==> config.mk <==
export PLATFORM = sky130hd
export DESIGN_NAME = bus_ctrl
export DESIGN_NICKNAME = d
export VERILOG_FILES = /design/src/rtl/bus_ctrl_pkg.sv /design/src/rtl/bus_ctrl.sv /design/src/rtl/req_fifo.sv
export SDC_FILE = /design/constraint.sdc
export NUM_CORES = 1
export LEC_CHECK = 0
export ABC_AREA = 1
export BUFFER_PORTS_ARGS = -buffer_cell sky130_fd_sc_hd__buf_2
export CAP_MARGIN = 5
export CORE_AREA = 2 2 248 128
export DETAILED_ROUTE_END_ITERATION = 7
export DIE_AREA = 0 0 250 130
export GPL_TIMING_DRIVEN = 0
export PLACE_DENSITY = 0.82
export SYNTH_ARGS = -nofsm -noshare
export SYNTH_HDL_FRONTEND = slang
export SYNTH_SLANG_ARGS = --single-unit
==> constraint.sdc <==
create_clock -name i_core_clk -period 4.2 [get_ports i_core_clk]
set_clock_uncertainty 0.05 [all_clocks]
set_input_delay 0.63 -clock i_core_clk [delete_from_list [all_inputs] [get_ports i_core_clk]]
set_output_delay 0.63 -clock i_core_clk [all_outputs]
set_load 0.02 [all_outputs]
==> src/rtl/bus_ctrl_pkg.sv <==
// Constants and types shared by the external bus-cycle controller
package bus_ctrl_pkg;
    // ==========================================
    // Bus cycle timing
    // ==========================================
    localparam int unsigned OSC_DIV       = 5;
    localparam logic [2:0]  PH_ADDR       = 3'h0;
    localparam logic [2:0]  PH_ALS_ON     = 3'h1;
    localparam logic [2:0]  PH_DSTB_ON    = 3'h2;
    localparam logic [2:0]  PH_DSTB_OFF   = 3'h4;
    localparam logic [2:0]  PH_LAST       = 3'h4;
    // ==========================================
    // Widths and reset values
    // ==========================================
    localparam int unsigned LOW_W         = 8;
    localparam int unsigned UP_W          = 5;
    localparam int unsigned REQ_W         = 1 + 1 + UP_W + LOW_W + LOW_W;
    localparam logic        RW_RESET      = 1'b1;
    localparam int unsigned FIFO_DEPTH    = 16;
    typedef enum logic [2:0] {
        ST_IDLE  = 3'b001,
        ST_CYCLE = 3'b010,
        ST_LOWP  = 3'b100
    } bus_state_t;
endpackage : bus_ctrl_pkg

==> src/rtl/bus_ctrl.sv <==
// External bus-cycle controller: strobes, direction, multiplexed bus
`timescale 1ns/1ps
// Behaviour
// RQ1: Low reset pin restores initial state
// RQ2: Interrupt pin level and edge sensitive
// RQ3: Fetch flag marks opcode fetch cycles
// RQ4: Fetch flag overlaps fetch data strobe
// RQ5: Data strobe pulses on every transfer
// RQ6: Strobe runs at clock/5, stops low-power
// RQ7: Direction high read, low write
// RQ8: Direction driven for every target
// RQ9: Address strobe while low address out
// RQ10: Low address then data on shared bus
// RQ11: Upper address held through whole cycle
// RQ12: Address strobe first; direction stable
module bus_ctrl #(
    parameter int unsigned DEPTH = bus_ctrl_pkg::FIFO_DEPTH
) (
    // Clock and reset
    input  wire logic        i_core_clk,
    input  wire logic        i_rst,
    input  wire logic        i_reset_pin_n,
    // Core requests
    input  wire logic        i_req_valid,
    input  wire logic        i_req_fetch,
    input  wire logic        i_req_read,
    input  wire logic [12:0] i_req_addr,
    input  wire logic [7:0]  i_req_wdata,
    output logic             o_req_ready,
    input  wire logic        i_low_power,
    // Read data and interrupt to core
    output logic             o_rd_valid,
    output logic [7:0]       o_rd_data,
    input  wire logic        i_irq_pin_n,
    output logic             o_irq_pending,
    input  wire logic        i_irq_ack,
    output logic             o_core_reset,
    // External bus
    output logic             o_address_latch_strobe,
    output logic             o_data_strobe,
    output logic             o_opcode_fetch_flag,
    output logic             o_rw,
    output logic [4:0]       o_upper_address_lines,
    output logic [7:0]       o_low_addr_data_bus,
    output logic             o_low_addr_data_bus_oe,
    input  wire logic [7:0]  i_low_addr_data_bus
);
    // ==========================================
    // Pin synchronisers
    // ==========================================
    logic [1:0] rst_sync_q;
    logic [1:0] irq_sync_q;
    logic [1:0] lp_sync_q;
    logic       irq_prev_q;
    always_ff @(posedge i_core_clk) begin
        rst_sync_q <= {rst_sync_q[0], i_reset_pin_n};
        irq_sync_q <= {irq_sync_q[0], i_irq_pin_n};
        lp_sync_q  <= {lp_sync_q[0], i_low_power};
    end
    // RQ1: pin reset merge
    wire rst_all = i_rst || !rst_sync_q[1];
    always_ff @(posedge i_core_clk) begin
        if (i_rst) o_core_reset <= 1'b1;
        else       o_core_reset <= !rst_sync_q[1];
    end
    // ==========================================
    // Interrupt request
    // ==========================================
    wire irq_level = !irq_sync_q[1];
    wire irq_fall  = irq_prev_q && !irq_sync_q[1];
    always_ff @(posedge i_core_clk) begin
        if (rst_all) begin
            irq_prev_q    <= 1'b1;
            o_irq_pending <= 1'b0;
        end else begin
            irq_prev_q <= irq_sync_q[1];
            // RQ2: edge latch or level, set wins
            if (irq_fall || irq_level) o_irq_pending <= 1'b1;
            else if (i_irq_ack)        o_irq_pending <= 1'b0;
        end
    end
    // ==========================================
    // Request FIFO
    // ==========================================
    logic [bus_ctrl_pkg::REQ_W-1:0] head;
    logic                           head_valid;
    logic                           head_take;
    req_fifo #(.WIDTH(bus_ctrl_pkg::REQ_W), .DEPTH(DEPTH)) u_fifo (
        .i_core_clk  (i_core_clk),
        .i_rst       (rst_all),
        .i_in_valid  (i_req_valid),
        .i_in_data   ({i_req_fetch, i_req_read, i_req_addr, i_req_wdata}),
        .o_in_ready  (o_req_ready),
        .o_out_valid (head_valid),
        .o_out_data  (head),
        .i_out_ready (head_take)
    );
    // ==========================================
    // Bus cycle sequencer
    // ==========================================
    bus_ctrl_pkg::bus_state_t st_q;
    logic [2:0]  ph_q;
    logic        fetch_q;
    logic        real_q;
    logic [7:0]  wdata_q;
    logic [7:0]  laddr_q;
    wire         lowp    = lp_sync_q[1];
    wire         cyc_end = (ph_q == bus_ctrl_pkg::PH_LAST);
    // RQ6: strobe free-runs; dummy read cycle when idle
    wire         start   = !lowp && (st_q != bus_ctrl_pkg::ST_CYCLE || cyc_end);
    assign head_take = start && head_valid;
    wire [2:0]   ph_d    = start ? bus_ctrl_pkg::PH_ADDR : 3'(ph_q + 1'b1);
    always_ff @(posedge i_core_clk) begin
        if (rst_all) begin
            st_q                   <= bus_ctrl_pkg::ST_IDLE;
            ph_q                   <= bus_ctrl_pkg::PH_ADDR;
            fetch_q                <= 1'b0;
            real_q                 <= 1'b0;
            wdata_q                <= 8'h00;
            laddr_q                <= 8'h00;
            o_rw                   <= bus_ctrl_pkg::RW_RESET;
            o_upper_address_lines  <= 5'h00;
        end else if (start) begin
            st_q    <= bus_ctrl_pkg::ST_CYCLE;
            ph_q    <= ph_d;
            fetch_q <= head_valid && head[22];
            // Dummy cycles must not hand read data to the core
            real_q  <= head_valid;
            // RQ7: direction per cycle; RQ8: all targets
            o_rw    <= head_valid ? head[21] : 1'b1;
            // RQ11: upper address held whole cycle
            o_upper_address_lines <= head_valid ? head[20:16] : 5'h00;
            laddr_q <= head_valid ? head[15:8] : 8'h00;
            wdata_q <= head_valid ? head[7:0] : 8'h00;
        end else if (st_q == bus_ctrl_pkg::ST_CYCLE && !cyc_end) begin
            ph_q <= ph_d;
        end else begin
            st_q <= lowp ? bus_ctrl_pkg::ST_LOWP : bus_ctrl_pkg::ST_IDLE;
        end
    end
    // ==========================================
    // Strobes and multiplexed bus
    // ==========================================
    wire in_cyc  = (st_q == bus_ctrl_pkg::ST_CYCLE);
    // RQ9: address strobe in phase one; RQ12: before data strobe
    wire als_d   = in_cyc && ph_q == bus_ctrl_pkg::PH_ADDR;
    // RQ5: data strobe phases three and four
    wire dstb_d  = in_cyc && ph_q >= bus_ctrl_pkg::PH_ALS_ON
                   && ph_q < bus_ctrl_pkg::PH_DSTB_ON + 3'h2
                   && ph_q != bus_ctrl_pkg::PH_ALS_ON;
    // RQ10: address out early, write data later
    wire addr_ph = in_cyc && ph_q <= bus_ctrl_pkg::PH_ALS_ON;
    wire oe_d    = addr_ph || (in_cyc && !o_rw && ph_q < bus_ctrl_pkg::PH_DSTB_OFF);
    always_ff @(posedge i_core_clk) begin
        if (rst_all) begin
            o_address_latch_strobe <= 1'b0;
            o_data_strobe          <= 1'b0;
            o_opcode_fetch_flag    <= 1'b0;
            o_low_addr_data_bus    <= 8'h00;
            o_low_addr_data_bus_oe <= 1'b0;
            o_rd_valid             <= 1'b0;
            o_rd_data              <= 8'h00;
        end else begin
            o_address_latch_strobe <= als_d;
            o_data_strobe          <= dstb_d;
            // RQ3: fetch flag; RQ4: spans the data strobe
            o_opcode_fetch_flag    <= in_cyc && fetch_q && ph_q != bus_ctrl_pkg::PH_LAST;
            o_low_addr_data_bus    <= addr_ph ? laddr_q : wdata_q;
            o_low_addr_data_bus_oe <= oe_d;
            o_rd_valid             <= in_cyc && real_q && o_rw && o_data_strobe && !dstb_d;
            if (o_data_strobe && !dstb_d) o_rd_data <= i_low_addr_data_bus;
        end
    end
endmodule : bus_ctrl

==> src/rtl/req_fifo.sv <==
// Request FIFO in front of the bus-cycle sequencer
`timescale 1ns/1ps
module req_fifo #(
    parameter int unsigned WIDTH = 8,
    parameter int unsigned DEPTH = 16
) (
    // Clock and reset
    input  wire logic             i_core_clk,
    input  wire logic             i_rst,
    // Fill side
    input  wire logic             i_in_valid,
    input  wire logic [WIDTH-1:0] i_in_data,
    output logic                  o_in_ready,
    // Drain side
    output logic                  o_out_valid,
    output logic [WIDTH-1:0]      o_out_data,
    input  wire logic             i_out_ready
);
    localparam int unsigned AW = $clog2(DEPTH);
    logic [WIDTH-1:0] mem_q [DEPTH];
    logic [AW-1:0]    wr_q;
    logic [AW-1:0]    rd_q;
    logic [AW:0]      cnt_q;
    wire              push = i_in_valid && o_in_ready;
    wire              pop  = o_out_valid && i_out_ready;
    // Count is one bit wider than the pointers so that full and empty differ
    assign o_in_ready  = cnt_q < (AW+1)'(DEPTH);
    assign o_out_valid = cnt_q != '0;
    assign o_out_data  = mem_q[rd_q];
    always_ff @(posedge i_core_clk) begin
        if (push) mem_q[wr_q] <= i_in_data;
    end
    always_ff @(posedge i_core_clk) begin
        if (i_rst) begin
            wr_q  <= '0;
            rd_q  <= '0;
            cnt_q <= '0;
        end else begin
            if (push) wr_q <= AW'(wr_q + 1'b1);
            if (pop)  rd_q <= AW'(rd_q + 1'b1);
            cnt_q <= (AW+1)'(cnt_q + {{AW{1'b0}}, push} - {{AW{1'b0}}, pop});
        end
    end
endmodule : req_fifo

### After elaboration in Yosys (flattened, before gate mapping)

Memories as Yosys holds them, arrays and structs flattened. A register that Yosys moved wholly into a read port is not among the register bits.
Index checks and enable logic that the tools add are counted.

| storage, ports and cells | value |
|---|---|
| output and inout port bits | 30 |
| memories | 1 |
| register bits | 73 |
| logic and storage cells | 94 |
| input port bits | 38 |
| bits in writable memories | 368 |

Memory list:

| memory | depth | width | rd ports | clocked after memory_dff | wr ports | RTL line | source |
|---|---|---|---|---|---|---|---|
| u_fifo.mem_q | 16 | 23 | 1 | 1 | 1 | req_fifo.sv:20 | `logic [WIDTH-1:0] mem_q [DEPTH];` |

| cells by class | value |
|---|---|
| reductions and logical operators | 36 |
| $add $sub $neg | 5 |
| equal/unequal tests | 6 |
| multiplexer cells | 17 |
| order comparisons | 4 |

Operators by type and width:

| operator | number |
|---|---|
| 8-bit two-way mux | 3 |
| 1-bit logical AND | 21 |
| 3-bit two-way mux | 4 |
| 4-bit by 1-bit adder with 4-bit output, second input constant | 2 |
| 4-bit two-way mux | 2 |
| 1-bit logical NOT | 6 |
| 5-bit by 1-bit adder with 5-bit output | 1 |
| 5-bit < comparator, second input constant | 1 |
| 1-bit two-way mux | 5 |
| 5-bit two-way mux | 1 |
| 5-bit nonzero test | 1 |
| 5-bit by 1-bit subtractor with 5-bit output | 1 |
| 1-bit logical OR | 4 |
| 2-bit two-way mux | 2 |
| 2-bit nonzero test | 2 |
| 3-bit by 1-bit adder with 3-bit output, second input constant | 1 |
| 3-bit by 2-bit equality test with 1-bit output, second input constant | 1 |
| 3-bit equality test, second input constant | 1 |
| 3-bit by 1-bit >= comparator with 1-bit output, second input constant | 1 |
| 3-bit by 1-bit less-or-equal comparator with 1-bit output, second input constant | 1 |
| 3-bit logical NOT | 1 |
| 3-bit < comparator, second input constant | 1 |
| 3-bit by 1-bit != test with 1-bit output, second input constant | 1 |
| 3-bit by 2-bit != test with 1-bit output, second input constant | 1 |
| other kinds (3) | 3 |

### Longest topological paths before layout

Gate-level depths: netlist (run 1).

| depth | value |
|---|---|
| word-level depth | 7 |
| depth in mapped cells | 14 |
| gate-level depth less buffers | 14 |

### By module

From an unflattened synthesis (run 1), not the netlist that was laid out.

| second synthesis, totals | value |
|---|---|
| cells, all modules | 1,899 |
| area total of the unflattened synthesis | 19,153.4 µm² |

By module, submodules not included:

| module | times used | cells each | area each (µm²) | sequential area each (µm²) |
|---|---|---|---|---|
| req_fifo | 1 | 1,608 | 16,683.5 | 11,390.9 |
| bus_ctrl | 1 | 291 | 2,469.9 | 1,181.1 |

### Worst setup path before layout (run 1)

OpenSTA, ideal clock, no wires.

| timing path | value |
|---|---|
| kind | reg-to-reg |
| from | register ph_q[0] |
| to | register u_fifo.cnt_q[4] |
| stages on the path, launching flop included | 15 |
| path slack | 1,681 ps |
| library setup time | 122 ps |
| period minus slack after synthesis | 2,519 ps |
| buffers on the path | 0 |
| data arrival time | 2,347 ps |
| data required time | 4,028 ps |
| cells stage by stage | dfxtp_1 inv_1 ha_1 nand2_1 nand2_1 nand3_2 inv_1 ha_1 inv_1 ha_1 fa_1 a21oi_1 o21bai_1 o21ai_0 a21oi_1 |

| between the ends | value |
|---|---|
| cells in the longest elaborated chain, start to end | 6 |

Ends and longest elaborated chain:

| item | RTL line | source |
|---|---|---|
| start, declared | bus_ctrl.sv:102 | `logic [2:0] ph_q;` |
| start signal, assigned | bus_ctrl.sv:116 | `ph_q <= bus_ctrl_pkg::PH_ADDR;` |
| start signal, assigned | bus_ctrl.sv:125 | `ph_q <= ph_d;` |
| start signal, assigned | bus_ctrl.sv:136 | `ph_q <= ph_d;` |
| 3-bit equality test | bus_ctrl.sv:108 | `wire cyc_end = (ph_q == bus_ctrl_pkg::PH_LAST);` |
| 1-bit logical OR | bus_ctrl.sv:110 | `wire start = !lowp && (st_q != bus_ctrl_pkg::ST_CYCLE \|\| cyc_end);` |
| 1-bit logical AND | bus_ctrl.sv:110 |  |
| 1-bit logical AND | bus_ctrl.sv:111 | `assign head_take = start && head_valid;` |
| 1-bit logical AND | req_fifo.sv:25 | `wire pop = o_out_valid && i_out_ready;` |
| via u_fifo.pop | req_fifo.sv:25 |  |
| 5-bit by 1-bit subtractor with 5-bit output | req_fifo.sv:41 | `cnt_q <= (AW+1)'(cnt_q + {{AW{1'b0}}, push} - {{AW{1'b0}}, pop});` |
| end signal, assigned | req_fifo.sv:41 |  |
| end, declared | req_fifo.sv:23 | `logic [AW:0] cnt_q;` |

The timed path passes the listed nets, and every way through them passes these cells.
A chain may end at the register's enable or synchronous reset.

### Final worst setup path (run 1)

Ends and elaborated chain as after synthesis.

==> metrics.csv, run 1 <==
stage,metric,value,unit
sta,Final min period,2934,ps
critical_path,Critical Path End Type,register,
min_path,Hold EP,lp_sync_q[0],
critical_path,reg2reg start,ph_q[0],
cts,CTS Buf Count,38,
sta,Final Max Tran Viols,0,
cts,Hold Buf Count CTS,0,
pwr,Leakage Power,8.248,nW
pwr,Pwr per Cell Area,495.6,mW/mm^2
drt,WL per Instance,23.51,um
pwr,Logic pwr share,14.9,%
layout,Multi-input gate area,0.004688,mm^2
yosys,Ys Warns,0,
global_routing,All-Layer GR Usage,32.59,%
min_path,hold path cells,1,
sta,Final Hold Vio Count,0,
yosys,Mapped Cells,1699,
run_status,status,"finished, final reports clean",
yosys,Synth Area per Inst,10.59,um^2
sta,Setup TNS,0,ps
floorplanning,Initial Utilization,58.56,%
drt,final wirelength,52820,um
cts,CTS max path bufs,3,
drt,DRC,0,
sta,relative slew slack,20.64,%
drt,"antenna viol nets, final",0,
critical_path,worst reg2reg endpoint,u_fifo.cnt_q[4],
drt,DRT iter0 DRCs,2326,
cts,clk slew on worst S/H paths,70,ps
yosys,syn_nets,1752,
sta,Tcrit/Tclk final,69.85,%
drt,first drt pass iteration count,7,
floorplanning,die width,250,um
global_routing,largest net degree at the start of global routing,24,
yosys,top_reg_cell synth,edfxtp_1,
cts,PostCTS Resize Cnt,0,
cts,post-CTS setup buffer count,0,
placement,Placed Area,0.01912,mm^2
pwr,Psw,2.715,mW
layout,nets,1865,
cts,CTS tree,built,
pwr,Max IR drop VDD,0.0003153,V
layout,antenna diode count,0,
critical_path,WP data required,4570,ps
yosys,post-synthesis async set-or-reset flop share,0,%
cts,H-tree Lvls,2,
global_routing,gr ovfl total,0,
floorplanning,full die area,0.03250,mm^2
yosys,register area share after synthesis,69.85,%
pwr,clock power share,36.5,%
pwr,Reg power frac,48.7,%
critical_path,register-to-register setup slack,1270,ps
yosys,number of flops mapped to enable cells by yosys,368,
critical_path,WP data arrival,3310,ps
pwr,Sw Ratio,26.84,%
sta,RSZ-0062 raised after global routing,no,
cts,Skew-Pair Late Insertion Delay,550,ps
critical_path,worst-path maximum fanout,7,
floorplanning,floorplan row count,46,
cts,CTS Root Cell,clkbuf_16,
drt,Vias,13330,
layout,layout overhead on the synthesized area,13.39,%
critical_path,crit start category,register,
layout,Storage cell area,0.01257,mm^2
critical_path,Crit Path Category,reg2reg,
floorplanning,I/O pin total,68,
yosys,"Cell Area, Synth",0.01800,mm^2
drt,vias per cell,5.931,
layout,final instance area,0.02041,mm^2
floorplanning,CORE AREA,0.03073,mm^2
critical_path,r2r worst-path depth,14,
placement,DP HPWL,33470,um
job,max cap viols,0,
min_path,worst min-delay path category,in2reg,
cts,CTS Sinks,444,
layout,layout cells sized above 1,11.85,%
global_routing,initial antenna violation count,1,
layout,fill count,2171,
min_path,Worst Hold Launch,i_low_power,
floorplanning,Die Ht,130,um
global_routing,vias in the first global route,12510,
placement,Routability Congestion,0.9895,
yosys,post-synthesis sequential element count,444,
global_routing,global-route wire length before repair,76400,um
placement,buffers added on ports,67,
sta,Setup-failing EPs final,0,
sta,FMAX,340.9,MHz
yosys,library cells used by synthesis,35,
sta,Worst-Margin Slew,1190,ps
pwr,Pint,7.399,mW
## metal layers
layer | vias up | global-route usage, % | routed length (um)
li1 | 5839 | - | -
met1 | 6155 | 44.52 | 19840
met2 | 1129 | 45.19 | 20960
met3 | 199 | 15.18 | 9715
met4 | 4 | 13.03 | 2217
met5 | - | 1.714 | 89
## flip-flops by register name, indices dropped and copies added, names as in the netlist, named ones only
name and count:
irq_sync_q 2, u_fifo.wr_q 4, laddr_q 8, o_rd_data 8, o_data_strobe 1, u_fifo.rd_q 4, real_q 1, rst_sync_q 2
lp_sync_q 2, o_core_reset 1, u_fifo.mem_q 368, o_rd_valid 1, wdata_q 8, st_q 3, ph_q 3, o_low_addr_data_bus 8
o_opcode_fetch_flag 1, o_irq_pending 1, o_address_latch_strobe 1, u_fifo.cnt_q 5, o_low_addr_data_bus_oe 1, o_upper_address_lines 5, o_rw 1, fetch_q 1
## power groups by stage
stage               sequential, mW  clock [mW]  combinational, mW
floorplan                     5.02           0              0.893
global placement              5.01           0               1.35
detailed placement            5.02           0               1.41
CTS                           4.92        3.67               1.43
global route                  4.93        3.85               1.62
finish                        4.92        3.69               1.50
## kinds of logic after synthesis
| kind of cell | synth area share [%] |
|---|---|
| AOI/OAI and AO/OA | 2.662 |
| and+or+nand+nor | 21.44 |
| DFF | 69.85 |
| adders and majority gates | 1.084 |
| buffers and inverters | 4.769 |
| xor gates and xnor gates | 0.1947 |
## critical path, stage by stage (launching register included)
cell and delay (ps):
dfxtp_1 420, inv_1 100, ha_1 220, nand2_1 70, nand2_1 160, nand3_2 190, inv_1 150, ha_1 300
inv_1 40, ha_1 200, fa_1 440, a21oi_1 180, o21bai_1 100, o21ai_0 150, a21oi_1 50
## metrics by stage
stage               util (%)  hold WS [ps]  setup slack [ps]  cells  total power [mW]
CTS                    66.40         121.3              1305   2247             10.03
global placement       61.31         260.2             42.02   2174             6.361
detailed placement     62.22         263.2              1330   2180             6.430
finish                 66.40         130.3              1266   2247             10.11
global route           66.40         120.8              1071   2247             10.40
floorplan                  -         259.6              1681   1699             5.909
## synthesized netlist by cell type, types with 4 or more instances
master	number	area share (%)
nand2_1	680	14
edfxtp_1	368	61
nand3_1	150	4.2
nor2_1	118	2.5
inv_1	98	2.0
dfxtp_1	76	8.5
o21ai_0	51	1.4
buf_2	40	1.1
a21oi_1	21	0.58
clkbuf_1	14	0.29
ha_1	14	0.97
buf_6	13	0.81
o211ai_1	13	0.54
buf_1	10	0.21
buf_4	4	0.17
nor2_2	4	0.14
## cells in the final DEF, fill, tap and decap left out, types with 2 or more instances in the layout
| master | n |
|---|---|
| buf_4 | 4 |
| clkbuf_16 | 40 |
| or2_2 | 2 |
| edfxtp_1 | 368 |
| buf_2 | 107 |
| buf_1 | 10 |
| xnor2_1 | 2 |
| nand2_1 | 680 |
| buf_6 | 13 |
| clkinv_1 | 3 |
| nor2_1 | 102 |
| dfxtp_1 | 76 |
| nor2_2 | 4 |
| o21ai_0 | 51 |
| buf_16 | 5 |
| ha_1 | 14 |
| xor2_1 | 2 |
| o211ai_1 | 13 |
| inv_1 | 98 |
| clkbuf_8 | 6 |
| clkinv_2 | 3 |
| clkbuf_1 | 22 |
| inv_2 | 2 |
| bufinv_16 | 4 |
| nor3_1 | 2 |
| nand3_1 | 150 |
| nor2_4 | 17 |
| inv_4 | 3 |
| clkinvlp_4 | 2 |
| a21oi_1 | 21 |
## final cells by class
class | instances | area share (%)
multi-input cells | 1071 | 22.97
inverters | 103 | 1.919
clock inverters | 13 | 0.8461
flip-flops and latches | 444 | 61.60
plain buffers | 81 | 2.287
well taps | 408 | 2.501
repair buffers | 73 | 2.416
clock buffers | 54 | 5.456
## how the worst max path moves through the flow
stage | to | slack, ps | start | cells after the start
after floorplan | u_fifo.cnt_q[4] | 1680 | ph_q[0] | 14
after global placement | u_fifo.mem_q[9][18] | 40 | i_req_valid | 5
final | u_fifo.cnt_q[4] | 1270 | ph_q[0] | 14
after detailed placement | u_fifo.cnt_q[4] | 1330 | ph_q[0] | 14
after global routing | u_fifo.cnt_q[4] | 1070 | ph_q[0] | 14
after CTS | u_fifo.cnt_q[4] | 1310 | ph_q[0] | 14
Note: power is estimated with default switching activity, not from simulation.
==> inputs of run 2 (changes only) <==
==> constraint.sdc (replaced) <==
create_clock -name i_core_clk -period 3.05 [get_ports i_core_clk]
set_clock_uncertainty 0.05 [all_clocks]
set_input_delay 0.4575 -clock i_core_clk [delete_from_list [all_inputs] [get_ports i_core_clk]]
set_output_delay 0.4575 -clock i_core_clk [all_outputs]
set_load 0.02 [all_outputs]
==> metrics.csv, run 2 (synthesis gave the netlist of run 1 again) <==
stage,metric,value,unit,change
sta,FMAX,352.3,MHz,+3.3%
critical_path,WP data arrival,3210,ps,-100 ps
drt,first drt pass iteration count,8,,+1
layout,nets,1868,,+0.16%
global_routing,All-Layer GR Usage,32.68,%,+0.094 points
sta,Setup TNS,0,ps,unchanged
sta,Worst-Margin Slew,1205,ps,+14.86 ps
critical_path,Critical Path End Type,register,,
global_routing,global-route wire length before repair,76610,um,+0.28%
layout,final core occ,66.53,%,+0.13 points
cts,clk slew on worst S/H paths,70,ps,about the same
layout,fill count,2164,,-0.32%
floorplanning,floorplan row count,46,,unchanged
cts,CTS Root Cell,clkbuf_16,,
sta,relative slew slack,19.65,%,-0.99 points
layout,Storage cell area,0.01257,mm^2,unchanged
min_path,worst min-delay path category,in2reg,,
layout,Multi-input gate area,0.004698,mm^2,+0.21%
placement,buffers added on ports,67,,unchanged
critical_path,r2r worst-path depth,14,,unchanged
sta,Setup-failing EPs final,0,,unchanged
floorplanning,Die Ht,130,um,unchanged
cts,CTS tree,built,,
critical_path,worst reg2reg endpoint,u_fifo.cnt_q[4],,
critical_path,crit path to,u_fifo.cnt_q[4],,
critical_path,worst-path maximum fanout,7,,unchanged
sta,RSZ-0062 raised after global routing,no,,
cts,CTS Buf Count,38,,unchanged
layout,layout cells sized above 1,11.89,%,+0.035 points
global_routing,initial antenna violation count,1,,unchanged
placement,Routability Congestion,0.9895,,unchanged
sta,Tcrit/Tclk final,93.07,%,+23 points
layout,max FFs per register,368,,unchanged
placement,DP HPWL,33470,um,unchanged
drt,vias per cell,5.908,,-0.38%
sta,Final Hold Vio Count,0,,unchanged
floorplanning,die width,250,um,unchanged
drt,DRT iter0 DRCs,2475,,+6.4%
floorplanning,Initial Utilization,58.56,%,unchanged
pwr,Pwr per Cell Area,682.1,mW/mm^2,+38%
layout,"most common cell after layout, fill and taps aside",nand2_1,,
sta,Hold Slack,106.9,ps,-23.40 ps
floorplanning,I/O pin total,68,,unchanged
drt,final wirelength,52970,um,+0.27%
drt,"antenna viol nets, final",0,,unchanged
global_routing,vias in the first global route,12570,,+0.42%
pwr,Leakage Power,8.261,nW,+0.17%
cts,CTS max path bufs,3,,unchanged
critical_path,CP startpoint,ph_q[0],,
layout,most frequent cells in the layout,"nand2_1, edfxtp_1, nand3_1, buf_2, nor2_1",,
placement,dpl ws,180.4,ps,-1150 ps
run_status,status,"finished, final reports clean",,
critical_path,Crit Path Category,reg2reg,,
drt,Vias,13290,,-0.25%
critical_path,register-to-register setup slack,210,ps,-1050 ps
cts,H-tree Lvls,2,,unchanged
critical_path,crit start category,register,,
global_routing,largest net degree at the start of global routing,24,,unchanged
cts,Skew-Pair Late Insertion Delay,560,ps,about the same
floorplanning,full die area,0.03250,mm^2,unchanged
drt,DRC,0,,unchanged
floorplanning,CORE AREA,0.03073,mm^2,unchanged
layout,layout overhead on the synthesized area,13.61,%,
cts,CTS Sinks,444,,unchanged
sta,Final min period,2839,ps,-95.01 ps
global_routing,gr ovfl total,0,,unchanged
drt,WL per Instance,23.54,um,+0.14%
pwr,Max IR drop VDD,0.0004363,V,+38%
critical_path,reg2reg start,ph_q[0],,
placement,placed cells,2180,,unchanged
critical_path,WP data required,3420,ps,-1150 ps
cts,post-CTS setup buffer count,0,,unchanged
layout,antenna diode count,0,,unchanged
layout,Post-Layout Cell Count,2250,,+0.13%
sta,Final Max Tran Viols,0,,unchanged
job,max cap viols,0,,unchanged
layout,largest reg by FF count,u_fifo.mem_q,,
sta,post-route setup slack,211.3,ps,-1055 ps
[run 2: layout make-up]
class                   count  share of cell area [%]
flip-flops and latches    444                   61.48
well taps                 408                   2.496
repair buffers             76                   2.558
clock buffers              54                   5.446
plain buffers              81                   2.282
inverters                 103                   1.915
clock inverters            13                  0.8444
multi-input cells        1071                   22.98
[run 2: worst max-delay path, stage by stage, from the launching register on]
cell and delay (ps):
dfxtp_1 420, inv_1 100, ha_1 220, nand2_1 90, nand2_2 110, nand3_4 130, inv_1 130, ha_1 300
inv_1 40, ha_1 200, fa_1 440, a21oi_1 180, o21bai_1 100, o21ai_0 150, a21oi_1 50
[run 2: repair_timing]
item                       4_1_cts  5_1_grt
hold endpoints to repair         3        0
setup endpoints to repair        0        1
hold buffers                     3        0
gates resized for setup          0        2
[run 2: how the worst min path moves through the flow]
stage | start | end | slack (ps) | cells after the start
final | i_low_addr_data_bus[0] | o_rd_data[0] | 110 | 3
after global routing | i_irq_ack | o_irq_pending | 100 | 3
after detailed placement | irq_sync_q[0] | irq_sync_q[1] | 260 | 0
after global placement | rst_sync_q[0] | rst_sync_q[1] | 260 | 0
after floorplan | irq_sync_q[0] | irq_sync_q[1] | 260 | 0
after CTS | i_low_addr_data_bus[0] | o_rd_data[0] | 100 | 3
[run 2: through the flow]
stage / area, um^2 / power (mW)
2_1_floorplan: 18000 / 8.137
3_3_place_gp: 18840 / 8.759
3_5_place_dp: 19120 / 8.854
4_1_cts: 20440 / 13.81
5_1_grt: 20450 / 14.34
6_report: 20450 / 13.95
[run 2: report_power, final]
| part | switching [mW] | internal [mW] |
|---|---|---|
| Sequential | 0.0722 | 6.71 |
| Combinational | 1.49 | 0.596 |
| Clock | 2.19 | 2.89 |
| Total | 3.75 | 10.2 |
[run 2: routing by layer]
metal	GRT usage, %	routed length [um]
met3	15.44	9522
met2	45.24	21120
met5	1.714	87
met4	13.42	2181
met1	44.43	20060
